$ cat src/fopc_cfg.svh
`ifndef FOPC_CFG_SVH
`define FOPC_CFG_SVH
// Oscillator rate in Hz.
`define FOPC_CLK_HZ        10000000
// Side indicator blink rate in centihertz (1.25 Hz) and half period in cycles.
`define FOPC_SIDE_CHZ      125
`define FOPC_SIDE_HALF     ((`FOPC_CLK_HZ * 100) / (`FOPC_SIDE_CHZ * 2))
// Pulsed light rate in Hz and its low share in percent.
`define FOPC_PULSE_HZ      100
`define FOPC_PULSE_LOW_PCT 20
`define FOPC_PULSE_PERIOD  (`FOPC_CLK_HZ / `FOPC_PULSE_HZ)
`define FOPC_PULSE_LOW     ((`FOPC_PULSE_PERIOD * `FOPC_PULSE_LOW_PCT) / 100)
// Pin function codes for the two reassignable pins.
`define FOPC_FUNC_FAIL     2'h0
`define FOPC_FUNC_WAKE     2'h1
`define FOPC_FUNC_LOW      2'h2
`define FOPC_FUNC_HIGH     2'h3
`endif

$ cat src/fopc_pkg.sv
package fopc_pkg;
   // Function of a reassignable fail pin.
   typedef enum logic [1:0] {
      FOPC_FAIL = 2'h0,
      FOPC_WAKE = 2'h1,
      FOPC_LOW  = 2'h2,
      FOPC_HIGH = 2'h3
   } fopc_func_e;
   // Start-up sequencing states.
   typedef enum logic [1:0] {
      FOPC_ST_RESET  = 2'h0,
      FOPC_ST_SAMPLE = 2'h1,
      FOPC_ST_RUN    = 2'h2
   } fopc_state_e;
endpackage : fopc_pkg

$ cat src/fopc_top.sv
`timescale 1ns/10ps
`include "fopc_cfg.svh"
// Operation
// - Alert line pulled low for wake/failure
// - Start-up alert sense selects configuration pair
// - Side indicator 1.25 Hz half duty
// - Pulsed light 100 Hz twenty percent low
// - Grounded strap at power-up enters development
// - Open strap keeps normal user mode
// - Fail pins reassignable as wake/low/high
// - Fail function is default after reset (the func inputs set the role; reset does not)
// - Reassigned pin never carries fail signalling
// - Measure select makes wake pins measurement
module fopc_top #(
   parameter int SIDE_HALF  = `FOPC_SIDE_HALF,
   parameter int PULSE_PER  = `FOPC_PULSE_PERIOD,
   parameter int PULSE_LOW  = `FOPC_PULSE_LOW
) (
   // Clock and reset.
   input  wire logic       i_clk,
   input  wire logic       i_reset,
   // Alert events and the alert pin.
   input  wire logic       i_wake_event,
   input  wire logic       i_fail_event,
   input  wire logic       i_alert_clear,
   input  wire logic       i_alert_pin,
   output logic            o_alert_out,
   output logic            o_alert_oe,
   output logic            o_alert_pending,
   output logic            o_cfg_pullup,
   output logic            o_cfg_valid,
   // Development strap.
   input  wire logic       i_strap_pin,
   output logic            o_dev_mode,
   // Fail activation and pin function selection.
   input  wire logic       i_side_fail_on,
   input  wire logic       i_pulse_fail_on,
   input  wire logic [1:0] i_alt_pin_a_func,
   input  wire logic [1:0] i_alt_pin_b_func,
   input  wire logic       i_alt_pin_a_level,
   input  wire logic       i_alt_pin_b_level,
   // Side indicator pin, alt pin a.
   input  wire logic       i_side_indicator_pin,
   output logic            o_side_indicator_out,
   output logic            o_side_indicator_oe,
   output logic            o_alt_pin_a_high_side_switch,
   output logic            o_alt_pin_a_wake,
   // Pulsed light pin, alt pin b.
   input  wire logic       i_pulsed_light_pin,
   output logic            o_pulsed_light_out,
   output logic            o_pulsed_light_oe,
   output logic            o_alt_pin_b_high_side_switch,
   output logic            o_alt_pin_b_wake,
   // Wake input measurement routing.
   input  wire logic       i_hv_measure_select,
   input  wire logic       i_wake_in_a,
   input  wire logic       i_wake_in_b,
   output logic            o_wake_in_a_level,
   output logic            o_wake_in_b_level,
   output logic            o_meas_in_active,
   output logic            o_meas_out_enable
);
   fopc_pkg::fopc_state_e st_q;   // Start-up state.
   fopc_pkg::fopc_state_e st_d;   // Next start-up state.
   logic       alert_q;           // Alert pending, line held low.
   logic       alert_d;           // Next alert pending.
   logic       pull_q;            // Sensed pull-up.
   logic       pull_d;            // Next sensed pull-up.
   logic       dev_q;             // Development mode latch.
   logic       dev_d;             // Next development mode.
   logic [1:0] sync_alert_q;      // Alert pin synchroniser.
   logic [1:0] sync_strap_q;      // Strap synchroniser.
   logic [1:0] sync_a_q;          // Pin a synchroniser.
   logic [1:0] sync_b_q;          // Pin b synchroniser.
   logic [1:0] sync_wa_q;         // Wake a synchroniser.
   logic [1:0] sync_wb_q;         // Wake b synchroniser.
   logic       side_low_q;        // Registered side indicator drive.
   logic       side_low_d;        // Next side indicator drive.
   logic       pulse_low_w;       // Pulsed light low phase from the counter.
   logic       side_run_w;        // Side indicator wave allowed.
   logic       pulse_run_w;       // Pulsed light wave allowed.
   logic [$clog2(SIDE_HALF)-1:0] side_cnt_q;   // Half period counter.
   logic [$clog2(SIDE_HALF)-1:0] side_cnt_d;   // Next half period count.
   logic       out_a_q;           // Registered pin a drive low.
   logic       out_a_d;           // Next pin a drive low.
   logic       out_b_q;           // Registered pin b drive low.
   logic       out_b_d;           // Next pin b drive low.
   logic       hs_a_q;            // Pin a high side drive.
   logic       hs_a_d;            // Next pin a high side drive.
   logic       hs_b_q;            // Pin b high side drive.
   logic       hs_b_d;            // Next pin b high side drive.
   logic       wa_q;              // Wake a level.
   logic       wb_q;              // Wake b level.
   logic       wa_d;              // Next wake a level.
   logic       wb_d;              // Next wake b level.

   // Decodes whether a function code keeps the fail role of its pin.
   function automatic logic is_fail(input logic [1:0] f);
      is_fail = (f == `FOPC_FUNC_FAIL);
   endfunction : is_fail

   // All outside levels pass two flops; only the second stage is read.
   always_ff @(posedge i_clk) begin
      sync_alert_q <= {sync_alert_q[0], i_alert_pin};
      sync_strap_q <= {sync_strap_q[0], i_strap_pin};
      sync_a_q     <= {sync_a_q[0], i_side_indicator_pin};
      sync_b_q     <= {sync_b_q[0], i_pulsed_light_pin};
      sync_wa_q    <= {sync_wa_q[0], i_wake_in_a};
      sync_wb_q    <= {sync_wb_q[0], i_wake_in_b};
   end

   // Start-up: wait one state for the synchronisers, then sample alert and strap once.
   always_comb begin
      st_d    = st_q;
      pull_d  = pull_q;
      dev_d   = dev_q;
      alert_d = alert_q;
      case (st_q)
         fopc_pkg::FOPC_ST_RESET: begin
            st_d = fopc_pkg::FOPC_ST_SAMPLE;
         end
         fopc_pkg::FOPC_ST_SAMPLE: begin
            pull_d = sync_alert_q[1];
            dev_d  = ~sync_strap_q[1];
            st_d   = fopc_pkg::FOPC_ST_RUN;
         end
         fopc_pkg::FOPC_ST_RUN: begin
            // A new event wins over a clear in the same cycle.
            if (i_wake_event || i_fail_event) begin
               alert_d = 1'b1;
            end else if (i_alert_clear) begin
               alert_d = 1'b0;
            end
         end
         default: begin
            st_d = fopc_pkg::FOPC_ST_RESET;
         end
      endcase
   end

   // Start-up and alert registers.
   always_ff @(posedge i_clk) begin
      if (i_reset) begin
         st_q    <= fopc_pkg::FOPC_ST_RESET;
         pull_q  <= 1'b0;
         dev_q   <= 1'b0;
         alert_q <= 1'b0;
      end else begin
         st_q    <= st_d;
         pull_q  <= pull_d;
         dev_q   <= dev_d;
         alert_q <= alert_d;
      end
   end

   // Waves only run while fail is requested and the pin keeps its fail role.
   assign side_run_w  = i_side_fail_on && is_fail(i_alt_pin_a_func);
   assign pulse_run_w = i_pulse_fail_on && is_fail(i_alt_pin_b_func);

   // Side indicator: toggle every half period for an even square wave.
   always_comb begin
      side_cnt_d = side_cnt_q;
      side_low_d = 1'b0;
      if (side_run_w) begin
         side_low_d = side_low_q;
         if (side_cnt_q == ($clog2(SIDE_HALF))'(SIDE_HALF - 1)) begin
            side_cnt_d = '0;
            side_low_d = ~side_low_q;
         end else begin
            side_cnt_d = side_cnt_q + 1'b1;
         end
      end else begin
         side_cnt_d = '0;
      end
   end

   // Pulsed light wave comes from the counter module.
   fopc_wave #(
      .PERIOD  (PULSE_PER),
      .LOW_CYC (PULSE_LOW)
   ) u_pulse (
      .i_clk    (i_clk),
      .i_reset  (i_reset),
      .i_enable (pulse_run_w),
      .o_low    (pulse_low_w)
   );

   // Pin drive selection per function input; reset clears the registered drives but does not set the role.
   always_comb begin
      out_a_d = 1'b0;
      hs_a_d  = 1'b0;
      out_b_d = 1'b0;
      hs_b_d  = 1'b0;
      case (i_alt_pin_a_func)
         `FOPC_FUNC_FAIL: out_a_d = side_low_d;
         `FOPC_FUNC_LOW:  out_a_d = i_alt_pin_a_level;
         `FOPC_FUNC_HIGH: hs_a_d  = i_alt_pin_a_level;
         default:         out_a_d = 1'b0;
      endcase
      case (i_alt_pin_b_func)
         `FOPC_FUNC_FAIL: out_b_d = pulse_low_w;
         `FOPC_FUNC_LOW:  out_b_d = i_alt_pin_b_level;
         `FOPC_FUNC_HIGH: hs_b_d  = i_alt_pin_b_level;
         default:         out_b_d = 1'b0;
      endcase
   end

   // Wake levels: measured pins are forced low so stale levels cannot wake anything.
   always_comb begin
      wa_d = i_hv_measure_select ? 1'b0 : sync_wa_q[1];
      wb_d = i_hv_measure_select ? 1'b0 : sync_wb_q[1];
   end

   // Pin and wave registers.
   always_ff @(posedge i_clk) begin
      if (i_reset) begin
         side_cnt_q <= '0;
         side_low_q <= 1'b0;
         out_a_q    <= 1'b0;
         out_b_q    <= 1'b0;
         hs_a_q     <= 1'b0;
         hs_b_q     <= 1'b0;
         wa_q       <= 1'b0;
         wb_q       <= 1'b0;
      end else begin
         side_cnt_q <= side_cnt_d;
         side_low_q <= side_low_d;
         out_a_q    <= out_a_d;
         out_b_q    <= out_b_d;
         hs_a_q     <= hs_a_d;
         hs_b_q     <= hs_b_d;
         wa_q       <= wa_d;
         wb_q       <= wb_d;
      end
   end

   // Open-drain drives: output stays low, enable marks the pulled-low phase.
   assign o_alert_out                  = 1'b0;
   assign o_alert_oe                   = alert_q;
   assign o_alert_pending              = alert_q;
   assign o_cfg_pullup                 = pull_q;
   assign o_cfg_valid                  = (st_q == fopc_pkg::FOPC_ST_RUN);
   assign o_dev_mode                   = dev_q;
   assign o_side_indicator_out         = 1'b0;
   assign o_side_indicator_oe          = out_a_q;
   assign o_pulsed_light_out           = 1'b0;
   assign o_pulsed_light_oe            = out_b_q;
   assign o_alt_pin_a_high_side_switch = hs_a_q;
   assign o_alt_pin_b_high_side_switch = hs_b_q;
   assign o_alt_pin_a_wake             = sync_a_q[1] & (i_alt_pin_a_func == `FOPC_FUNC_WAKE);
   assign o_alt_pin_b_wake             = sync_b_q[1] & (i_alt_pin_b_func == `FOPC_FUNC_WAKE);
   assign o_wake_in_a_level            = wa_q;
   assign o_wake_in_b_level            = wb_q;
   assign o_meas_in_active             = i_hv_measure_select;
   assign o_meas_out_enable            = i_hv_measure_select;

   // An event in the run state drives the alert line low in the next cycle.
   property p_alert_set;
      @(posedge i_clk) disable iff (i_reset)
      (st_q == fopc_pkg::FOPC_ST_RUN && (i_wake_event || i_fail_event)) |=> o_alert_oe;
   endproperty
   a_alert_set: assert property (p_alert_set) else $error("Alert not driven after event.");

   // The sampled pull-up matches the synchronised line in the sample state.
   property p_cfg_sense;
      @(posedge i_clk) disable iff (i_reset)
      (st_q == fopc_pkg::FOPC_ST_SAMPLE) |=> (o_cfg_pullup == $past(sync_alert_q[1]));
   endproperty
   a_cfg_sense: assert property (p_cfg_sense) else $error("Configuration sense wrong.");

   // Side indicator keeps its level in the cycle after the half period counter restarts.
   property p_side_toggle;
      @(posedge i_clk) disable iff (i_reset)
      (side_run_w && side_cnt_q == '0 && $past(side_run_w)) |=> (side_low_q == $past(side_low_q));
   endproperty
   a_side_toggle: assert property (p_side_toggle) else $error("Side indicator toggled early.");

   // The pulse counter leaves its low phase one cycle after the wave stops being allowed.
   // A restart in the very next cycle may legally pull low again, so only one cycle is checked.
   property p_pulse_idle;
      @(posedge i_clk) disable iff (i_reset)
      (!pulse_run_w) |=> !pulse_low_w;
   endproperty
   a_pulse_idle: assert property (p_pulse_idle) else $error("Pulsed light low while idle.");

   // Development mode follows the strap sampled at start-up.
   property p_dev_mode;
      @(posedge i_clk) disable iff (i_reset)
      (st_q == fopc_pkg::FOPC_ST_SAMPLE) |=> (o_dev_mode == !$past(sync_strap_q[1]));
   endproperty
   a_dev_mode: assert property (p_dev_mode) else $error("Development mode wrong.");

   // Pin a in the wake role never shows the fail wave.
   property p_no_fail_on_gpio;
      @(posedge i_clk) disable iff (i_reset)
      (i_alt_pin_a_func == `FOPC_FUNC_WAKE) |=> !o_side_indicator_oe;
   endproperty
   a_no_fail_on_gpio: assert property (p_no_fail_on_gpio) else $error("Fail wave on wake pin.");

   // Pin b high side drive only in the high side role.
   property p_hs_role;
      @(posedge i_clk) disable iff (i_reset)
      o_alt_pin_b_high_side_switch |-> $past(i_alt_pin_b_func) == `FOPC_FUNC_HIGH;
   endproperty
   a_hs_role: assert property (p_hs_role) else $error("High side outside its role.");

   // Measured wake pins read as low.
   property p_meas_mask;
      @(posedge i_clk) disable iff (i_reset)
      i_hv_measure_select |=> !o_wake_in_a_level && !o_wake_in_b_level;
   endproperty
   a_meas_mask: assert property (p_meas_mask) else $error("Wake level seen while measuring.");

   // Idle side indicator is released unless pin a is in the low role.
   property p_side_release;
      @(posedge i_clk) disable iff (i_reset)
      (!side_run_w) |=> !o_side_indicator_oe || $past(i_alt_pin_a_func) == `FOPC_FUNC_LOW;
   endproperty
   a_side_release: assert property (p_side_release) else $error("Side indicator held low idle.");
endmodule : fopc_top

$ cat src/fopc_wave.sv
`timescale 1ns/10ps
`include "fopc_cfg.svh"
// Counter that runs while enabled and yields a low phase of LOW_CYC cycles in each PERIOD.
module fopc_wave #(
   parameter int PERIOD  = 1000,
   parameter int LOW_CYC = 500
) (
   // Clock and reset.
   input  wire logic i_clk,
   input  wire logic i_reset,
   // Enable and wave output.
   input  wire logic i_enable,
   output logic      o_low
);
   localparam int W = $clog2(PERIOD);
   logic [W-1:0] cnt_q;   // Position inside the period.
   logic [W-1:0] cnt_d;   // Next position.
   logic         low_q;   // Registered low phase.
   logic         low_d;   // Next low phase.

   // The counter restarts when disabled so every burst begins with a full low phase.
   always_comb begin
      cnt_d = cnt_q;
      low_d = 1'b0;
      if (i_enable) begin
         if (cnt_q == W'(PERIOD - 1)) begin
            cnt_d = '0;
         end else begin
            cnt_d = cnt_q + W'(1);
         end
         low_d = (cnt_d < W'(LOW_CYC));
      end else begin
         cnt_d = W'(PERIOD - 1);
      end
   end

   // Registers only.
   always_ff @(posedge i_clk) begin
      if (i_reset) begin
         cnt_q <= W'(PERIOD - 1);
         low_q <= 1'b0;
      end else begin
         cnt_q <= cnt_d;
         low_q <= low_d;
      end
   end

   assign o_low = low_q;
endmodule : fopc_wave
$ cat config.mk
export PLATFORM = sky130hd
export DESIGN_NAME = fopc_top
export DESIGN_NICKNAME = d
export VERILOG_FILES = /design/src/fopc_pkg.sv /design/src/fopc_top.sv /design/src/fopc_wave.sv
export VERILOG_INCLUDE_DIRS = /design/src
export SDC_FILE = /design/constraint.sdc
export NUM_CORES = 1
export LEC_CHECK = 0
export BUFFER_PORTS_ARGS = -buffer_cell sky130_fd_sc_hd__buf_4
export CAP_MARGIN = 15
export CORE_UTILIZATION = 26
export CTS_BUF_LIST = sky130_fd_sc_hd__clkbuf_4
export DETAILED_ROUTE_END_ITERATION = 12
export GPL_TIMING_DRIVEN = 0
export HOLD_SLACK_MARGIN = 0.1
export PLACE_DENSITY = 0.42
export SYNTH_ARGS = -nofsm -noshare
export SYNTH_HDL_FRONTEND = slang
export SYNTH_SLANG_ARGS = --single-unit
$ cat constraint.sdc
create_clock -name i_clk -period 1.9 [get_ports i_clk]
set_input_delay 0.285 -clock i_clk [delete_from_list [all_inputs] [get_ports i_clk]]
set_output_delay 0.285 -clock i_clk [all_outputs]
set_load 0.02 [all_outputs]
---- Yosys cells after proc, flatten, opt, wreduce, memory -nomap -nowiden ----
Index checks and enable logic that the tools add are counted.
cells by class
  add/subtract/negate cells ............... 2
  order comparisons ....................... 1
  equality and inequality tests ........... 10
  muxes and demuxes ....................... 9
  bitwise gates (word level) .............. 8
  reductions and logical operators ........ 13
operator list
  operator               number
  $mux 17                2
  $add 22x1->22 const B  1
  $eq 22x22->1 const B   1
  $add 17x1->17 const B  1
  $eq 17x17->1 const B   1
  $lt 17x15->1 const B   1
  $eq 2x2->1 const B     5
  $reduce_or 2->1        4
  $eq 2x1->1 const B     3
  $logic_not 2->1        3
  $not 1->1              6
  $pmux 2 s3             1
  $mux 1                 4
  $pmux 1 s2             2
  $reduce_or 3->1        1
  $and 1x1->1            2
  $logic_and 1x1->1      2
  $reduce_and 2->1       1
  $reduce_bool 2->1      1
  $logic_or 1x1->1       1
storage, ports and cells
  bits in registers ....................... 64
  input port bits ......................... 20
  output and inout bits ................... 18

---- Longest topological paths before layout ----
  word-level depth ........................ 4
  mapped depth ............................ 6
  depth with buffers taken out ............ 6

---- Modules after synthesis ----
Synthesis repeated with hierarchy kept, for this count alone.
second synthesis, totals
  cells, all modules ...................... 279
  area total of the unflattened synthesis .. 2677.6 um^2
modules (own cells, without submodules)
  module     times used  cells an instance  area each (um^2)
  fopc_top   1           176                1747.9
  fopc_wave  1           103                929.6

---- Worst setup path after synthesis ----
OpenSTA, ideal clock, no wires.
  path type ............................... register to register
  start point ............................. register u_pulse.cnt_q[0]
  end point ............................... register u_pulse.low_q, in the netlist u_pulse.o_low
  setup time .............................. 0.087 ns
  arrival ................................. 1.575 ns
  slack ................................... 0.238 ns
  cell stages (with the launch flop) ...... 7
  path through ............................ dfxtp_1 > ha_1 > nand4_1 > nor4_2 > mux2i_1 > o22ai_1 > nor4b_2
on the way
  word-level cells in the longest chain between the ends .. 4
  elaborated cells on any way between the ends .. 5
ends and longest elaborated chain
  what                                                  RTL line                          text
  from (decl)                                           fopc_wave.sv:16                   logic [W-1:0] cnt_q;
  from (signal assigned)                                fopc_wave.sv:40                   cnt_q <= W'(PERIOD - 1);
  from (signal assigned)                                fopc_wave.sv:43                   cnt_q <= cnt_d;
  $add 17x1->17 / $eq 17x17->1 (equally long branches)  fopc_wave.sv:29, fopc_wave.sv:26
  $mux 17 *                                             fopc_wave.sv:26                   if (cnt_q == W'(PERIOD - 1)) begin
  $mux 17 *                                             fopc_wave.sv:25                   if (i_enable) begin
  $lt 17x15->1 *                                        fopc_wave.sv:31                   low_d = (cnt_d < W'(LOW_CYC));
  to (signal assigned)                                  fopc_wave.sv:44                   low_q <= low_d;
  to (decl)                                             fopc_wave.sv:18                   logic low_q;
Mark *: on every way between the ends. The rest lies on a longest branch, timed or not. The select of a mux whose other input is x is not followed.
A chain may end at the register's enable or synchronous reset.

---- Worst setup path in the final report ----
Ends and elaborated chain as after synthesis.

==> results_tabular.tex <==
\begin{tabular}{lr}
\hline
Metric & Value \\
\hline
\multicolumn{2}{l}{\textbf{Outcome}} \\
\quad Run status & finished, final reports clean \\
\multicolumn{2}{l}{\textbf{STA}} \\
\quad Slew Limit Fails & 0 \\
\quad Final clock skew & 0.0197 ns \\
\quad Minimum hold slack & $\sim$0.14 ns \\
\quad Setup TNS Final & 0 ns \\
\quad Maximum operating frequency & 572 MHz \\
\quad Slew HR & 0.325 \\
\quad Final setup violating endpoints & 0 \\
\quad Final period utilization & 0.920 \\
\quad Hold violation count in the final report & 0 \\
\quad Setup repair after global routing missed its margin & false \\
\quad Minimum period implied by the final worst setup slack & about 1.7 ns \\
\quad Tightest Pin Transition & 1.01 ns \\
\multicolumn{2}{l}{\textbf{Placed design}} \\
\quad Number of port buffers & 34 \\
\quad Cell area after placement & 3150 um2 \\
\quad Final estimated routing congestion in global placement & 0.753 \\
\quad Number of placed instances with taps included & about 460 \\
\quad Post-DP HPWL & 4.09 mm \\
\multicolumn{2}{l}{\textbf{Logic synthesis}} \\
\quad Number of synthesized flops with an enable pin & 0 \\
\quad Mean post-synth cell area & 9.33 um2 \\
\quad Async set-or-reset flop fraction in the synthesized netlist & 0 \\
\quad Synth top area cells & dfxtp\_1 47\%, xnor2\_1 6.8\%, nor2\_1 5.0\%, nand2\_1 3.2\%, xor2\_1 2.9\% \\
\quad Most area-hungry cell type in the Yosys netlist & dfxtp\_1 \\
\quad Flip-flop and latch count after synthesis & 64 \\
\quad Count of warnings emitted by yosys & 0 \\
\quad Register area share after synthesis & 0.470 \\
\quad Cell area after technology mapping & 2720 um2 \\
\quad Top flip-flop cell by instance count after synthesis & dfxtp\_1 \\
\quad Count of different cell masters after synthesis & 53 \\
\quad Gate Count Post-Synth & 292 \\
\quad Area share of the largest cell type after synthesis & 0.470 \\
\multicolumn{2}{l}{\textbf{Finish}} \\
\quad Nets & between 300 and 400 \\
\quad Biggest regs & side\_cnt\_q: 22 flops, u\_pulse.cnt\_q: 17 flops \\
\quad Largest register FFs & 22 \\
\quad Post-route cell area & 3530 um2 \\
\quad Number of antenna diodes & 0 \\
\quad Final instance count without filler cells & 489 \\
\quad Commonest cells after routing, fill and taps aside & 63 x dfxtp\_1, 45 x buf\_4, 35 x nor2\_1 \\
\quad Register ranked first by flip-flop count & side\_cnt\_q \\
\quad Area delta synth->final & 29.4\% \\
\quad Leading cell type in the layout, fill and taps excluded & dfxtp\_1 \\
\quad Layout cell share with drive strength beyond 1 & 0.264 \\
\multicolumn{2}{l}{\textbf{Job}} \\
\quad \# Max-Cap Violations & 0 \\
\multicolumn{2}{l}{\textbf{GRT}} \\
\quad Number of antenna violations at the first check in global routing & 0 \\
\quad Number of global-route vias before repair & 2068 \\
\quad Global-route wire length before repair & slightly below 10 mm \\
\quad GRT overflow & 0 \\
\quad GR Util All Layers & 0.113 \\
\quad Pin count of the biggest net entering global routing & 13 \\
\multicolumn{2}{l}{\textbf{CTS}} \\
\quad Total CTS buffers & 9 \\
\quad Number of clock sinks seen by CTS & 64 \\
\quad Clock tree root buffer cell & clkbuf\_4 \\
\quad CTS tree & yes \\
\quad Worst-path clk slew & between 0.1 and 0.15 ns \\
\quad Number of H-tree branching levels & 3 \\
\quad Clock latency on the worst-skew pair & 0.41 ns \\
\quad Clock Tree Buf Depth & 2 \\
\multicolumn{2}{l}{\textbf{Floorplan}} \\
\quad Standard-cell row count & 36 \\
\quad Die Area & 10900 um2 \\
\quad Core area & 9950 um2 \\
\quad Height of the chip & between 100 and 150 um \\
\quad Die X-Extent & 104 um \\
\quad I/O pin count & 38 \\
\quad Initial Util & 0.274 \\
\multicolumn{2}{l}{\textbf{Setup path}} \\
\quad Crit start category & register \\
\quad Critical Path End Type & register \\
\quad Critical Path AT & 2.08 ns \\
\quad Worst Path Class, Setup & register to register \\
\quad Data required time at the worst endpoint & 2.23 ns \\
\quad Maximum fanout encountered on the critical timing path & 6 \\
\multicolumn{2}{l}{\textbf{Route}} \\
\quad Vias per inst & 4.42 \\
\quad Detail-routed net length per standard cell & 12.2 um \\
\quad Total routed wirelength & about 6.0 mm \\
\quad Post-route DRC violation count & 0 \\
\quad Number of search-and-repair iterations in the first detailed-routing pass & 4 \\
\quad Vias after detailed routing & 2159 \\
\quad Antenna Violating Nets Remaining & 0 \\
\quad Detailed router's first-iteration violation count & 71 \\
\multicolumn{2}{l}{\textbf{Min path}} \\
\quad Class of the tightest hold or removal check & primary input to register \\
\multicolumn{2}{l}{\textbf{Pwr}} \\
\quad Power per Cell Area & 813 nW/um2 \\
\quad Maximum vdd drop & 316 uV \\
\quad Leakage & 1.27 nW \\
\hline
\end{tabular}
## cell type report
type                            instances  area, um2
Sequential cell                        64       1280
Fill cell                            1042       6430
Tap cell                              133        166
Multi-Input combinational cell        206       1380
Clock inverter                          7        120
Inverter                                7       26.3
Clock buffer                            9       67.6
Buffer                                 17        118
Timing Repair Buffer                   46        365
## worst max-delay path, cell delays in order (launching register included)
cell     delay (ns)
dfxtp_1        0.39
ha_2           0.23
nand4_1        0.08
buf_4          0.18
nor4_2         0.25
xnor2_1        0.20
o22ai_1        0.12
nor4b_2        0.21
## synth_stat cells, types with 2 or more instances
master,instances
o21ai_0,11
xor2_1,9
nand4_1,9
clkbuf_2,2
and4_1,2
nor4_1,8
nor3_1,10
a21oi_1,6
mux2i_1,3
clkbuf_1,2
nor3b_1,6
dfxtp_1,64
and3b_1,2
and4b_1,2
inv_1,7
and3_1,2
nor2_1,36
buf_4,7
nand3_1,15
and3_2,2
buf_2,4
ha_1,2
nor4b_2,2
nand3_2,2
o31a_1,2
nand2_1,23
buf_6,2
xnor2_1,21
nand2b_1,2
or3_1,3
nor4b_1,2
## metrics by stage
step	worst slack, ns	power (W)	util
CTS	0.0314	0.00290	0.347
global route	0.00753	0.00299	0.354
floorplan	0.238	0.00156	-
detailed placement	-0.0616	0.00166	0.317
finish	0.151	0.00287	0.354
global placement	-0.0811	0.00166	0.317
## repair_timing
item / 4_1_cts / 5_1_grt
pin swaps: 1 / 4
buffers inserted: 1 / 3
hold buffers: 8 / 0
endpoints found under the hold margin: 9 / 0
gates resized for setup: 3 / 12
endpoints found under the setup margin: 1 / 22
## metal layers
layer	track usage	share of wire
met5	0	0
met4	0.0398	0.016
met3	0.0445	0.037
met2	0.185	0.47
met1	0.134	0.47
## path summary, 6_finish.rpt
| check | from | end | slack (ns) | cells past startpoint |
|---|---|---|---|---|
| max | u_pulse.cnt_q[0]$_SDFF_PP1_ | u_pulse.o_low$_SDFF_PP0_ | 0.15 | 7 |
| min | i_alert_clear | o_alert_oe$_SDFFE_PP0P_ | 0.14 | 4 |
| max reg2reg | u_pulse.cnt_q[0]$_SDFF_PP1_ | u_pulse.o_low$_SDFF_PP0_ | 0.15 | 7 |
| min reg2reg | sync_wa_q[0]$_DFF_P_ | sync_wa_q[1]$_DFF_P_ | 0.34 | 0 |
## power breakdown
part           switching (W)  leakage [nW]  internal (W)  total [W]
logic               0.000136         0.647      0.000132   0.000268
clock network       0.000539        0.0961      0.000668    0.00121
registers          0.0000163         0.522       0.00138    0.00139
## logic make-up after synthesis
family,after synthesis,synth area share
other cells,1,0.00138
xor+xnor,30,0.0965
mux,3,0.0110
flops,64,0.470
simple gates,140,0.291
compound gates,28,0.0698
fa+ha+maj,2,0.00919
buf+inv,24,0.0510
(Power assumes the default switching activity.)
